<file path="src/verilog/acmpc_pkg.sv">
/*
 analog comparator control: register offsets, field positions, reset values,
 power-mode codes and the packed carriers shared by the design files.
 assumes a 32-bit apb with one aligned word per register.
*/
package acmpc_pkg;

    localparam logic [11:0] ACMPC_CSC_OFFSET     = 12'h000;
    localparam logic [11:0] ACMPC_PWR_OFFSET     = 12'h004;

    localparam int ACMPC_ENABLE_BIT  = 7;
    localparam int ACMPC_REFSEL_BIT  = 6;
    localparam int ACMPC_FLAG_BIT    = 5;
    localparam int ACMPC_IRQEN_BIT   = 4;
    localparam int ACMPC_RESULT_BIT  = 3;
    localparam int ACMPC_PINEN_BIT   = 2;
    localparam int ACMPC_EDGE_LSB    = 0;
    localparam int ACMPC_EDGE_W      = 2;

    localparam logic [7:0] ACMPC_CSC_RESET = 8'h00;

    localparam logic [1:0] ACMPC_EDGE_FALL  = 2'h0;
    localparam logic [1:0] ACMPC_EDGE_RISE  = 2'h1;
    localparam logic [1:0] ACMPC_EDGE_FALL2 = 2'h2;
    localparam logic [1:0] ACMPC_EDGE_BOTH  = 2'h3;

    localparam int ACMPC_SYNC_STAGES = 3;

    // power state presented by the system
    typedef enum logic [1:0] {
        ACMPC_PWR_RUN   = 2'h0,
        ACMPC_PWR_WAIT  = 2'h1,
        ACMPC_PWR_LSTOP = 2'h2,
        ACMPC_PWR_DSTOP = 2'h3
    } acmpc_pwr_t;

    typedef struct packed {
        logic       comparator_enable;
        logic       reference_input_select;
        logic       compare_event_flag;
        logic       compare_irq_enable;
        logic       comparator_result_bit;
        logic       result_pin_enable;
        logic [1:0] event_edge_select;
    } acmpc_csc_t;

    typedef struct packed {
        logic       psel;
        logic       penable;
        logic       pwrite;
        logic [11:0] paddr;
        logic [31:0] pwdata;
    } acmpc_apb_req_t;

endpackage

</file>
<file path="src/verilog/acmpc_sync.sv">
/*
 three-stage synchroniser with agreement filter for an asynchronous level.
 assumes input is free of glitches shorter than a clock period.
*/
`timescale 1ns/100ps
module acmpc_sync (
    input  wire logic pclk,
    input  wire logic presetn,
    input  wire logic async_in,
    output logic      sync_out
);
    logic [2:0] stage;
    logic [2:0] next_stage;
    logic       next_sync_out;

    // stage[0] feeds only stage[1]; compare stage[1] and stage[2]
    always_comb begin
        next_stage    = {stage[1:0], async_in};
        next_sync_out = (stage[1] == stage[2]) ? stage[2] : sync_out;
    end

    always_ff @(posedge pclk or negedge presetn) begin
        if (!presetn) begin
            stage    <= 3'h0;
            sync_out <= 1'b0;
        end else begin
            stage    <= next_stage;
            sync_out <= next_sync_out;
        end
    end
endmodule // acmpc_sync

</file>
<file path="src/verilog/acmpc_top.sv">
/*
 analog comparator control block: apb status/control register, result
 synchronisation, edge event flag, interrupt, output pin, power modes.
 assumes the analog comparator outside drives comparator_raw and takes
 comparator_power_on and reference_input_select; pwr_state from system.
*/
`timescale 1ns/100ps
module acmpc_top
    import acmpc_pkg::*;
(
    input  wire logic              pclk,
    input  wire logic              presetn,
    input  wire logic              psel,
    input  wire logic              penable,
    input  wire logic              pwrite,
    input  wire logic [11:0]       paddr,
    input  wire logic [31:0]       pwdata,
    input  wire logic [3:0]        pstrb,
    output logic      [31:0]       prdata,
    output logic                   pready,
    output logic                   pslverr,
    input  wire acmpc_pkg::acmpc_pwr_t pwr_state,
    input  wire logic              debug_halt,
    input  wire logic              comparator_raw,
    output logic                   comparator_power_on,
    output logic                   reference_input_select,
    output logic                   comparator_out_pin,
    output logic                   compare_irq
);
    import acmpc_pkg::*;

    function automatic logic edge_hit(input logic [1:0] mode, input logic prev,
                                      input logic cur);
        logic rise;
        logic fall;
        rise = !prev && cur;
        fall = prev && !cur;
        case (mode)
            ACMPC_EDGE_RISE: edge_hit = rise;
            ACMPC_EDGE_BOTH: edge_hit = rise || fall;
            default:         edge_hit = fall;
        endcase
    endfunction

    acmpc_csc_t csc;
    acmpc_csc_t next_csc;
    logic       result_sync;
    logic       result_prev;
    logic       next_result_prev;
    logic       next_pready;
    logic [31:0] next_prdata;
    logic       next_pslverr;
    logic       next_power_on;
    logic       next_refsel;
    logic       next_pin;
    logic       next_irq;
    logic       in_stop;
    logic       deep_stop;
    logic       active;
    logic       wr_csc;
    logic       setup;
    logic       event_hit;
    logic       addr_ok;

    acmpc_sync u_sync (
        .pclk     (pclk),
        .presetn  (presetn),
        .async_in (comparator_raw),
        .sync_out (result_sync)
    );

    // debug halt needs no term: runs as in run mode
    always_comb begin
        in_stop   = (pwr_state == ACMPC_PWR_LSTOP) || (pwr_state == ACMPC_PWR_DSTOP);
        deep_stop = (pwr_state == ACMPC_PWR_DSTOP);
        // active only when enabled; wait keeps it running
        active    = csc.comparator_enable && !in_stop;
        setup     = psel && !penable;
        addr_ok   = (paddr == ACMPC_CSC_OFFSET);
        wr_csc    = psel && penable && pready && pwrite && addr_ok && pstrb[0];
        // edge select; no events while stopped
        event_hit = active && edge_hit(csc.event_edge_select, result_prev, result_sync);
    end

    always_comb begin
        next_csc         = csc;
        // tracks while idle so enabling never sees a false edge
        next_result_prev = result_sync;
        // edge history frozen with the clocks in light stop
        if (pwr_state == ACMPC_PWR_LSTOP)
            next_result_prev = result_prev;
        else if (deep_stop)
            next_result_prev = 1'b0;
        if (wr_csc) begin
            next_csc.comparator_enable      = pwdata[ACMPC_ENABLE_BIT];
            next_csc.reference_input_select = pwdata[ACMPC_REFSEL_BIT];
            next_csc.compare_irq_enable     = pwdata[ACMPC_IRQEN_BIT];
            next_csc.result_pin_enable      = pwdata[ACMPC_PINEN_BIT];
            next_csc.event_edge_select      =
                pwdata[ACMPC_EDGE_LSB +: ACMPC_EDGE_W];
            if (pwdata[ACMPC_FLAG_BIT])
                next_csc.compare_event_flag = 1'b0;
        end
        if (event_hit)
            next_csc.compare_event_flag = 1'b1;
        // new enable used, so a disabling write shows no stale one
        next_csc.comparator_result_bit =
            (next_csc.comparator_enable && !in_stop) ? result_sync : 1'b0;
        // light stop: clocks halted, every bit held as entered
        if (pwr_state == ACMPC_PWR_LSTOP)
            next_csc = csc;
        // deep stop returns everything to reset values
        if (deep_stop)
            next_csc = ACMPC_CSC_RESET;
    end

    // zero-wait apb slave
    always_comb begin
        next_pready  = setup;
        next_prdata  = 32'h0000_0000;
        next_pslverr = 1'b0;
        if (setup) begin
            if (addr_ok)
                next_prdata = {24'h00_0000, csc};
            else if (paddr == ACMPC_PWR_OFFSET)
                next_prdata = {30'h0000_0000, pwr_state};
            else
                next_pslverr = 1'b1;
            if (pwrite)
                next_prdata = 32'h0000_0000;
            if (pwrite && paddr == ACMPC_PWR_OFFSET)
                next_pslverr = 1'b1;
        end
    end

    always_comb begin
        // stop turns comparator off; otherwise enable rules
        next_power_on = next_csc.comparator_enable && !in_stop;
        next_refsel   = next_csc.reference_input_select;
        // pin carries result only when enabled
        next_pin      = next_csc.result_pin_enable && next_csc.comparator_result_bit;
        // irq from flag; never raised in stop
        next_irq      = next_csc.compare_irq_enable && next_csc.compare_event_flag
                        && !in_stop;
    end

    always_ff @(posedge pclk or negedge presetn) begin
        if (!presetn) begin
            csc                    <= ACMPC_CSC_RESET;
            result_prev            <= 1'b0;
            pready                 <= 1'b0;
            prdata                 <= 32'h0000_0000;
            pslverr                <= 1'b0;
            comparator_power_on    <= 1'b0;
            reference_input_select <= 1'b0;
            comparator_out_pin     <= 1'b0;
            compare_irq            <= 1'b0;
        end else begin
            csc                    <= next_csc;
            result_prev            <= next_result_prev;
            pready                 <= next_pready;
            prdata                 <= next_prdata;
            pslverr                <= next_pslverr;
            comparator_power_on    <= next_power_on;
            reference_input_select <= next_refsel;
            comparator_out_pin     <= next_pin;
            compare_irq            <= next_irq;
        end
    end
endmodule // acmpc_top

</file>
<file path="config.mk">
export PLATFORM = sky130hd
export DESIGN_NAME = acmpc_top
export DESIGN_NICKNAME = d
export VERILOG_FILES = /design/src/verilog/acmpc_pkg.sv /design/src/verilog/acmpc_sync.sv /design/src/verilog/acmpc_top.sv
export SDC_FILE = /design/constraint.sdc
export NUM_CORES = 1
export LEC_CHECK = 0
export BUFFER_PORTS_ARGS = -buffer_cell sky130_fd_sc_hd__buf_2
export CORE_ASPECT_RATIO = 0.9
export CORE_MARGIN = 3
export CORE_UTILIZATION = 37
export DETAILED_ROUTE_END_ITERATION = 12
export GPL_TIMING_DRIVEN = 1
export PLACE_DENSITY_LB_ADDON = 0.12
export SYNTH_ARGS = -nofsm -noshare
export SYNTH_HDL_FRONTEND = slang
export SYNTH_SLANG_ARGS = --single-unit
</file>
<file path="constraint.sdc">
create_clock -name pclk -period 1.4 [get_ports pclk]
set_clock_uncertainty 0.2 [all_clocks]
set_input_delay 0.21 -clock pclk [delete_from_list [all_inputs] [get_ports pclk]]
set_output_delay 0.21 -clock pclk [all_outputs]
set_load 0.03 [all_outputs]
</file>
Word-level counts from Yosys, hierarchy flattened
Cells that the tools add are included.

Register bits: 50. Input bits: 57. Output and inout port bits: 38.

Equality and inequality tests: 7. Multiplexer cells: 17. Reductions and logical operators: 25.

Operators with widths (number): $mux W32 (2); $mux W8 (3); $logic_and A1 B1 Y1 (16); $eq A12 B3 Y1 const B (1); $logic_not A12 Y1 (1); $mux W1 (8); $eq A2 B2 Y1 const B (3); $logic_not A1 Y1 (4); $mux W4 (1); $mux W3 (1); $eq A2 B1 Y1 const B (1); $logic_or A1 B1 Y1 (2); $mux W2 (1); $ne A2 B2 Y1 const B (1); $pmux W1 S2 (1); $reduce_and A2 Y1 (1); $reduce_bool A2 Y1 (1); $eq A1 B1 Y1 (1).

Depth between registers and ports, before layout
Word-level depth: 12. Depth in mapped cells: 7.

By module
A second synthesis with hierarchy kept.

Cells, all modules: 126. Area, all modules: 1321.3 um^2.

Modules (own cells, without submodules): acmpc_top (times used 1, cells an instance 121, area an instance 1209.9 um^2, sequential area each 550.5 um^2); acmpc_sync (times used 1, cells an instance 5, area an instance 111.4 um^2, sequential area each 100.1 um^2).

Least setup slack after synthesis
OpenSTA, ideal clock, no wires.

Kind: input to register. Start point: in paddr[5]. End point: reg comparator_out_pin. Arrival: 1.564 ns. Data required time: 1.073 ns. Path slack: -0.491 ns. Cell stages on the path: 6. Cells stage by stage: nor4_2 -> nand3_2 -> or4_4 -> buf_6 -> a32oi_2 -> o22ai_1.

Word-level cells in the longest chain between the ends: 9.

Ends and longest elaborated chain: start: declaration (RTL line acmpc_top.sv:16) `input wire logic [11:0] paddr,`; $logic_not A12 Y1 * (RTL line acmpc_top.sv:79) `addr_ok = (paddr == ACMPC_CSC_OFFSET);`; $logic_and A1 B1 Y1 * (2 in series) (RTL line acmpc_top.sv:80) `wr_csc = psel && penable && pready && pwrite && addr_ok && pstrb[0];`; $mux W4 (RTL line acmpc_top.sv:94) `if (wr_csc) begin`; $logic_and A1 B1 Y1 (RTL line acmpc_top.sv:108) `(next_csc.comparator_enable && !in_stop) ? result_sync : 1'b0;`; $mux W1 (RTL line acmpc_top.sv:108); $mux W8 * (RTL line acmpc_top.sv:110) `if (pwr_state == ACMPC_PWR_LSTOP)`; $mux W8 * (RTL line acmpc_top.sv:113) `if (deep_stop)`; $logic_and A1 B1 Y1 * (RTL line acmpc_top.sv:141) `next_pin = next_csc.result_pin_enable && next_csc.comparator_result_bit;`; via next_pin (RTL line acmpc_top.sv:55) `logic next_pin;`; end signal: assignment (RTL line acmpc_top.sv:166) `comparator_out_pin <= next_pin;`; end: declaration (RTL line acmpc_top.sv:27) `output logic comparator_out_pin,`.

The timed path passes the listed nets; every way through them passes the cells marked *. The select of a mux whose other input is x is not followed. A chain may end at the register's enable or synchronous reset.

Worst setup path after layout
Start point: reg u_sync.sync_out. End point: reg compare_irq.

Word-level cells in the longest chain between the ends: 10.

Ends and longest elaborated chain: start: declaration (RTL line acmpc_sync.sv:10) `output logic sync_out`; start signal: assignment (RTL line acmpc_sync.sv:28) `sync_out <= next_sync_out;`; $logic_not A1 Y1 (RTL line acmpc_top.sv:37) `fall = prev && !cur;`; $logic_and A1 B1 Y1 (RTL line acmpc_top.sv:37); $logic_or A1 B1 Y1 (RTL line acmpc_top.sv:40) `ACMPC_EDGE_BOTH: edge_hit = rise || fall;`; $pmux W1 S2 * (RTL line acmpc_top.sv:38) `case (mode)`; $logic_and A1 B1 Y1 * (RTL line acmpc_top.sv:82) `event_hit = active && edge_hit(csc.event_edge_select, result_prev, result_sync);`; $mux W1 * (RTL line acmpc_top.sv:104) `if (event_hit)`; $mux W8 * (RTL line acmpc_top.sv:110); $mux W8 * (RTL line acmpc_top.sv:113); $logic_and A1 B1 Y1 * (RTL line acmpc_top.sv:143) `next_irq = next_csc.compare_irq_enable && next_csc.compare_event_flag`; $logic_and A1 B1 Y1 * (RTL line acmpc_top.sv:144) `&& !in_stop;`; via next_irq (RTL line acmpc_top.sv:56) `logic next_irq;`; end signal: assignment (RTL line acmpc_top.sv:167) `compare_irq <= next_irq;`; end: declaration (RTL line acmpc_top.sv:28) `output logic compare_irq`.

Marks and branches as above.

==> impl_results.md <==
* Failing checks: setup timing
* # nets final at 253
* Die height at roughly 64 um
* First-pass GRT wire length at between 4000 and 5000 um
* Combinational share of power at between 10% and 20%
* Max-cap violation count at 0
* DRC Markers at 0
* Post-Route WL at ~2800 um
* Via density at 4.48
* Startpoint types: flop
* Clock network fraction of total power at between 30% and 40%
* # IOs at 95
* Final setup vio count at 19
* Share of cells above drive strength 1 at 47.2%
* Total GRT Usage at a little over an eighth
* Sequential fraction of the synthesis area at 47.7%
* CP max FO at 3
* Synth top area share at between 40% and 50%
* Leak at 0.984 nW
* Fin crit share at 115%
* Largest area contributor in the netlist: dfrtp_1
* Crit-path cells: inv_2, ha_4, nand2_4, nand3_2, o21ai_2, nand4_1, a21oi_2
* Worst Hold Depth at 3
* Max-slew violation count at 0
* Yosys warns at 0
* Max IR drop VDD at roughly 0.60 mV
* Distinct cells, synth at 34
* Largest net degree at the start of global routing at 27
* Hold Slack at approximately 0.0074 ns
* Final RePlAce weighted congestion at about 0.76
* Status: complete, but fails checks
* Vias in the first global route at between 1000 and 1500
* CTS root buf: clkbuf_8
* Top post-synthesis cells by area: dfrtp_1 (48%), buf_4 (13%), mux2i_1 (5.9%)
* Fmax at slightly above 0.6 GHz
* Slowest CP cell: dfrtp_1
* Port Buffer Count at 41
* Gr ovfl total at 0
* Crit path arrival time at ~1.6 ns
* CP max stage delay at approximately 0.41 ns
* Number of detailed-route iterations in the first pass at 4
* Clock Latency Late Sink at about 0.27 ns
* Power per cell area at 897 mW/mm2
* Die Footprint at ~0.0045 mm2
* Critical Path End Type: flop
* Worst hold path type: in -> reg
* Initial Util at 39.5%
* Worst Setup Path Type: reg -> reg
* RSZ-0062 raised after global routing: true
* Pint at between 1 and 1.5 mW
* # rows at 20
* Fin crit period at 1.61 ns
* Initial antenna violation count at 0
* CTS Buffer Depth at 2
* TritonCTS Buffers at 3
* CTS sink cnt at 26
* Yosys reg bits at 26
* Post-synthesis average cell area at 10.5 um2
* Cell count after synthesis at 130
* CTS tree: yes
* Worst endpoint required time at ~1.4 ns
* Clk slew on worst S/H paths at 0.09 ns
* Antenna cells at 0
* NetSw at roughly 0.44 mW
* Final Util at approximately 56%
* Setup ws final at -0.214 ns
* Final Hold Viols at 0
* Dpl hpwl at 2070 um
* Core area at around 0.0035 mm2
* Detailed-route via count at between 1000 and 1500
* Final Power at approximately 1.7 mW
* Flop pwr share at roughly 46%
* WL per Instance at about 12 um
* FF-to-FF path depth at 7
* Syn-to-layout area delta at 40.9%
* Sw frac at around a quarter
* H-tree Lvls at 1
* 1st-iter DRT viols at 35
* Width of the die at between 60 and 70 um
* Post-Syn Area at 0.00136 mm2
* Antenna Violating Nets Remaining at 0
[critical path, delay by kind of cell, from the launching register on]
family	cells	cell delay, ns
flip-flops	1	0.41
AO/OA/AOI/OAI	2	0.34
AND/OR/NAND/NOR	3	0.29
adder cells (fa/ha/maj)	1	0.21
buffers and inverters	1	0.09
[flip-flops by register name, indices dropped and copies added (netlist names)]
| signal | cells |
|---|---|
| compare_irq | 1 |
| pslverr | 1 |
| pready | 1 |
| csc | 8 |
| comparator_out_pin | 1 |
| comparator_power_on | 1 |
| u_sync.stage | 3 |
| prdata | 8 |
| result_prev | 1 |
| u_sync.sync_out | 1 |
[cells by family after synthesis]
logic type	Yosys count	share of synthesized area, %
and+or+nand+nor	42	18.9
buffers and inverters	35	16.9
DFF	26	47.7
AOI/OAI and AO/OA	15	7.80
muxes	8	5.87
adders and majority gates	3	2.57
other	1	0.275
[final cells by class]
| cell class | count | area (um2) |
|---|---|---|
| clock buffer | 3 | 41.3 |
| clock inverter | 1 | 30.0 |
| fill | 294 | 1530 |
| inverter | 8 | 30.0 |
| multi-input combinational | 92 | 707 |
| sequential | 26 | 652 |
| tap | 44 | 55.1 |
| timing repair buffer | 63 | 407 |
[synth_stat cells, drive strengths merged]
library cell,instances
clkbuf,1
and2,5
or2,1
dfrtp,26
a21o,2
nand3,4
o22ai,2
o221ai,1
or3,1
ha,2
nor3,2
nand4,1
nor2b,1
a31oi,1
or4,1
nor4,3
nand2b,2
o21ai,4
conb,1
nand2,14
nor2,7
mux2i,8
buf,26
a21oi,2
a32oi,3
inv,8
maj3,1
[cell usage in the layout (no fill, tap or decap), drive strengths merged]
cell,instances
buf,59
dfrtp,26
conb,24
nand2,14
inv,8
mux2i,8
nor2,7
and2,5
dlygate4sd3,4
nand3,4
o21ai,4
nor4,3
clkbuf,3
a32oi,3
a21o,2
nand2b,2
nor3,2
o22ai,2
a21oi,2
ha,2
or3,1
nor2b,1
or4,1
or2,1
o221ai,1
a31oi,1
nand4,1
maj3,1
bufinv,1
[layer usage]
metal / vias to the layer above / routed length [um] / global-route usage (%)
met1: 507 / 1080 / 15.5
li1: 513 / - / -
met4: 0 / 42 / 4.31
met5: - / 0 / 0
met2: 36 / 1440 / 22.6
met3: 5 / 194 / 3.83
[final timing paths]
check | start | slack, ns | endpoint
setup / recovery | u_sync.sync_out | -0.21 | compare_irq
hold / removal | pwdata[7] | 0.007 | csc[3]
setup reg to reg | u_sync.sync_out | -0.21 | compare_irq
hold reg to reg | u_sync.stage[0] | 0.17 | u_sync.stage[1]
max in group asynchronous | presetn | 0.49 | pready
min in group asynchronous | presetn | 0.25 | pslverr
[metrics by stage]
stage | instances | setup WS (ns) | cell area, um2 | setup TNS [ns]
2_1_floorplan | 153 | -0.339 | 1470 | -4.26
3_3_place_gp | 224 | -0.475 | 1630 | -7.79
3_5_place_dp | 224 | -0.510 | 1630 | -8.50
4_1_cts | 238 | -0.225 | 1830 | -2.49
5_1_grt | 237 | -0.293 | 1920 | -4.11
6_report | 237 | -0.214 | 1920 | -2.43
[power groups by stage]
stage | clock (mW) | sequential (mW) | combinational, mW
after floorplan | 0 | 0.801 | 0.203
after global placement | 0 | 0.798 | 0.257
after detailed placement | 0 | 0.798 | 0.258
after CTS | 0.621 | 0.784 | 0.299
after global routing | 0.656 | 0.788 | 0.357
final | 0.607 | 0.786 | 0.330
[repair_timing]
action                                 in CTS  in global routing
setup endpoints to repair                  19                 20
gates resized for setup                    13                 19
endpoints found under the hold margin      29                  0
setup buffers                               6                  0
hold buffers                                4                  0
pin swaps                                   9                 10
Power figures use the tool's default switching activity.
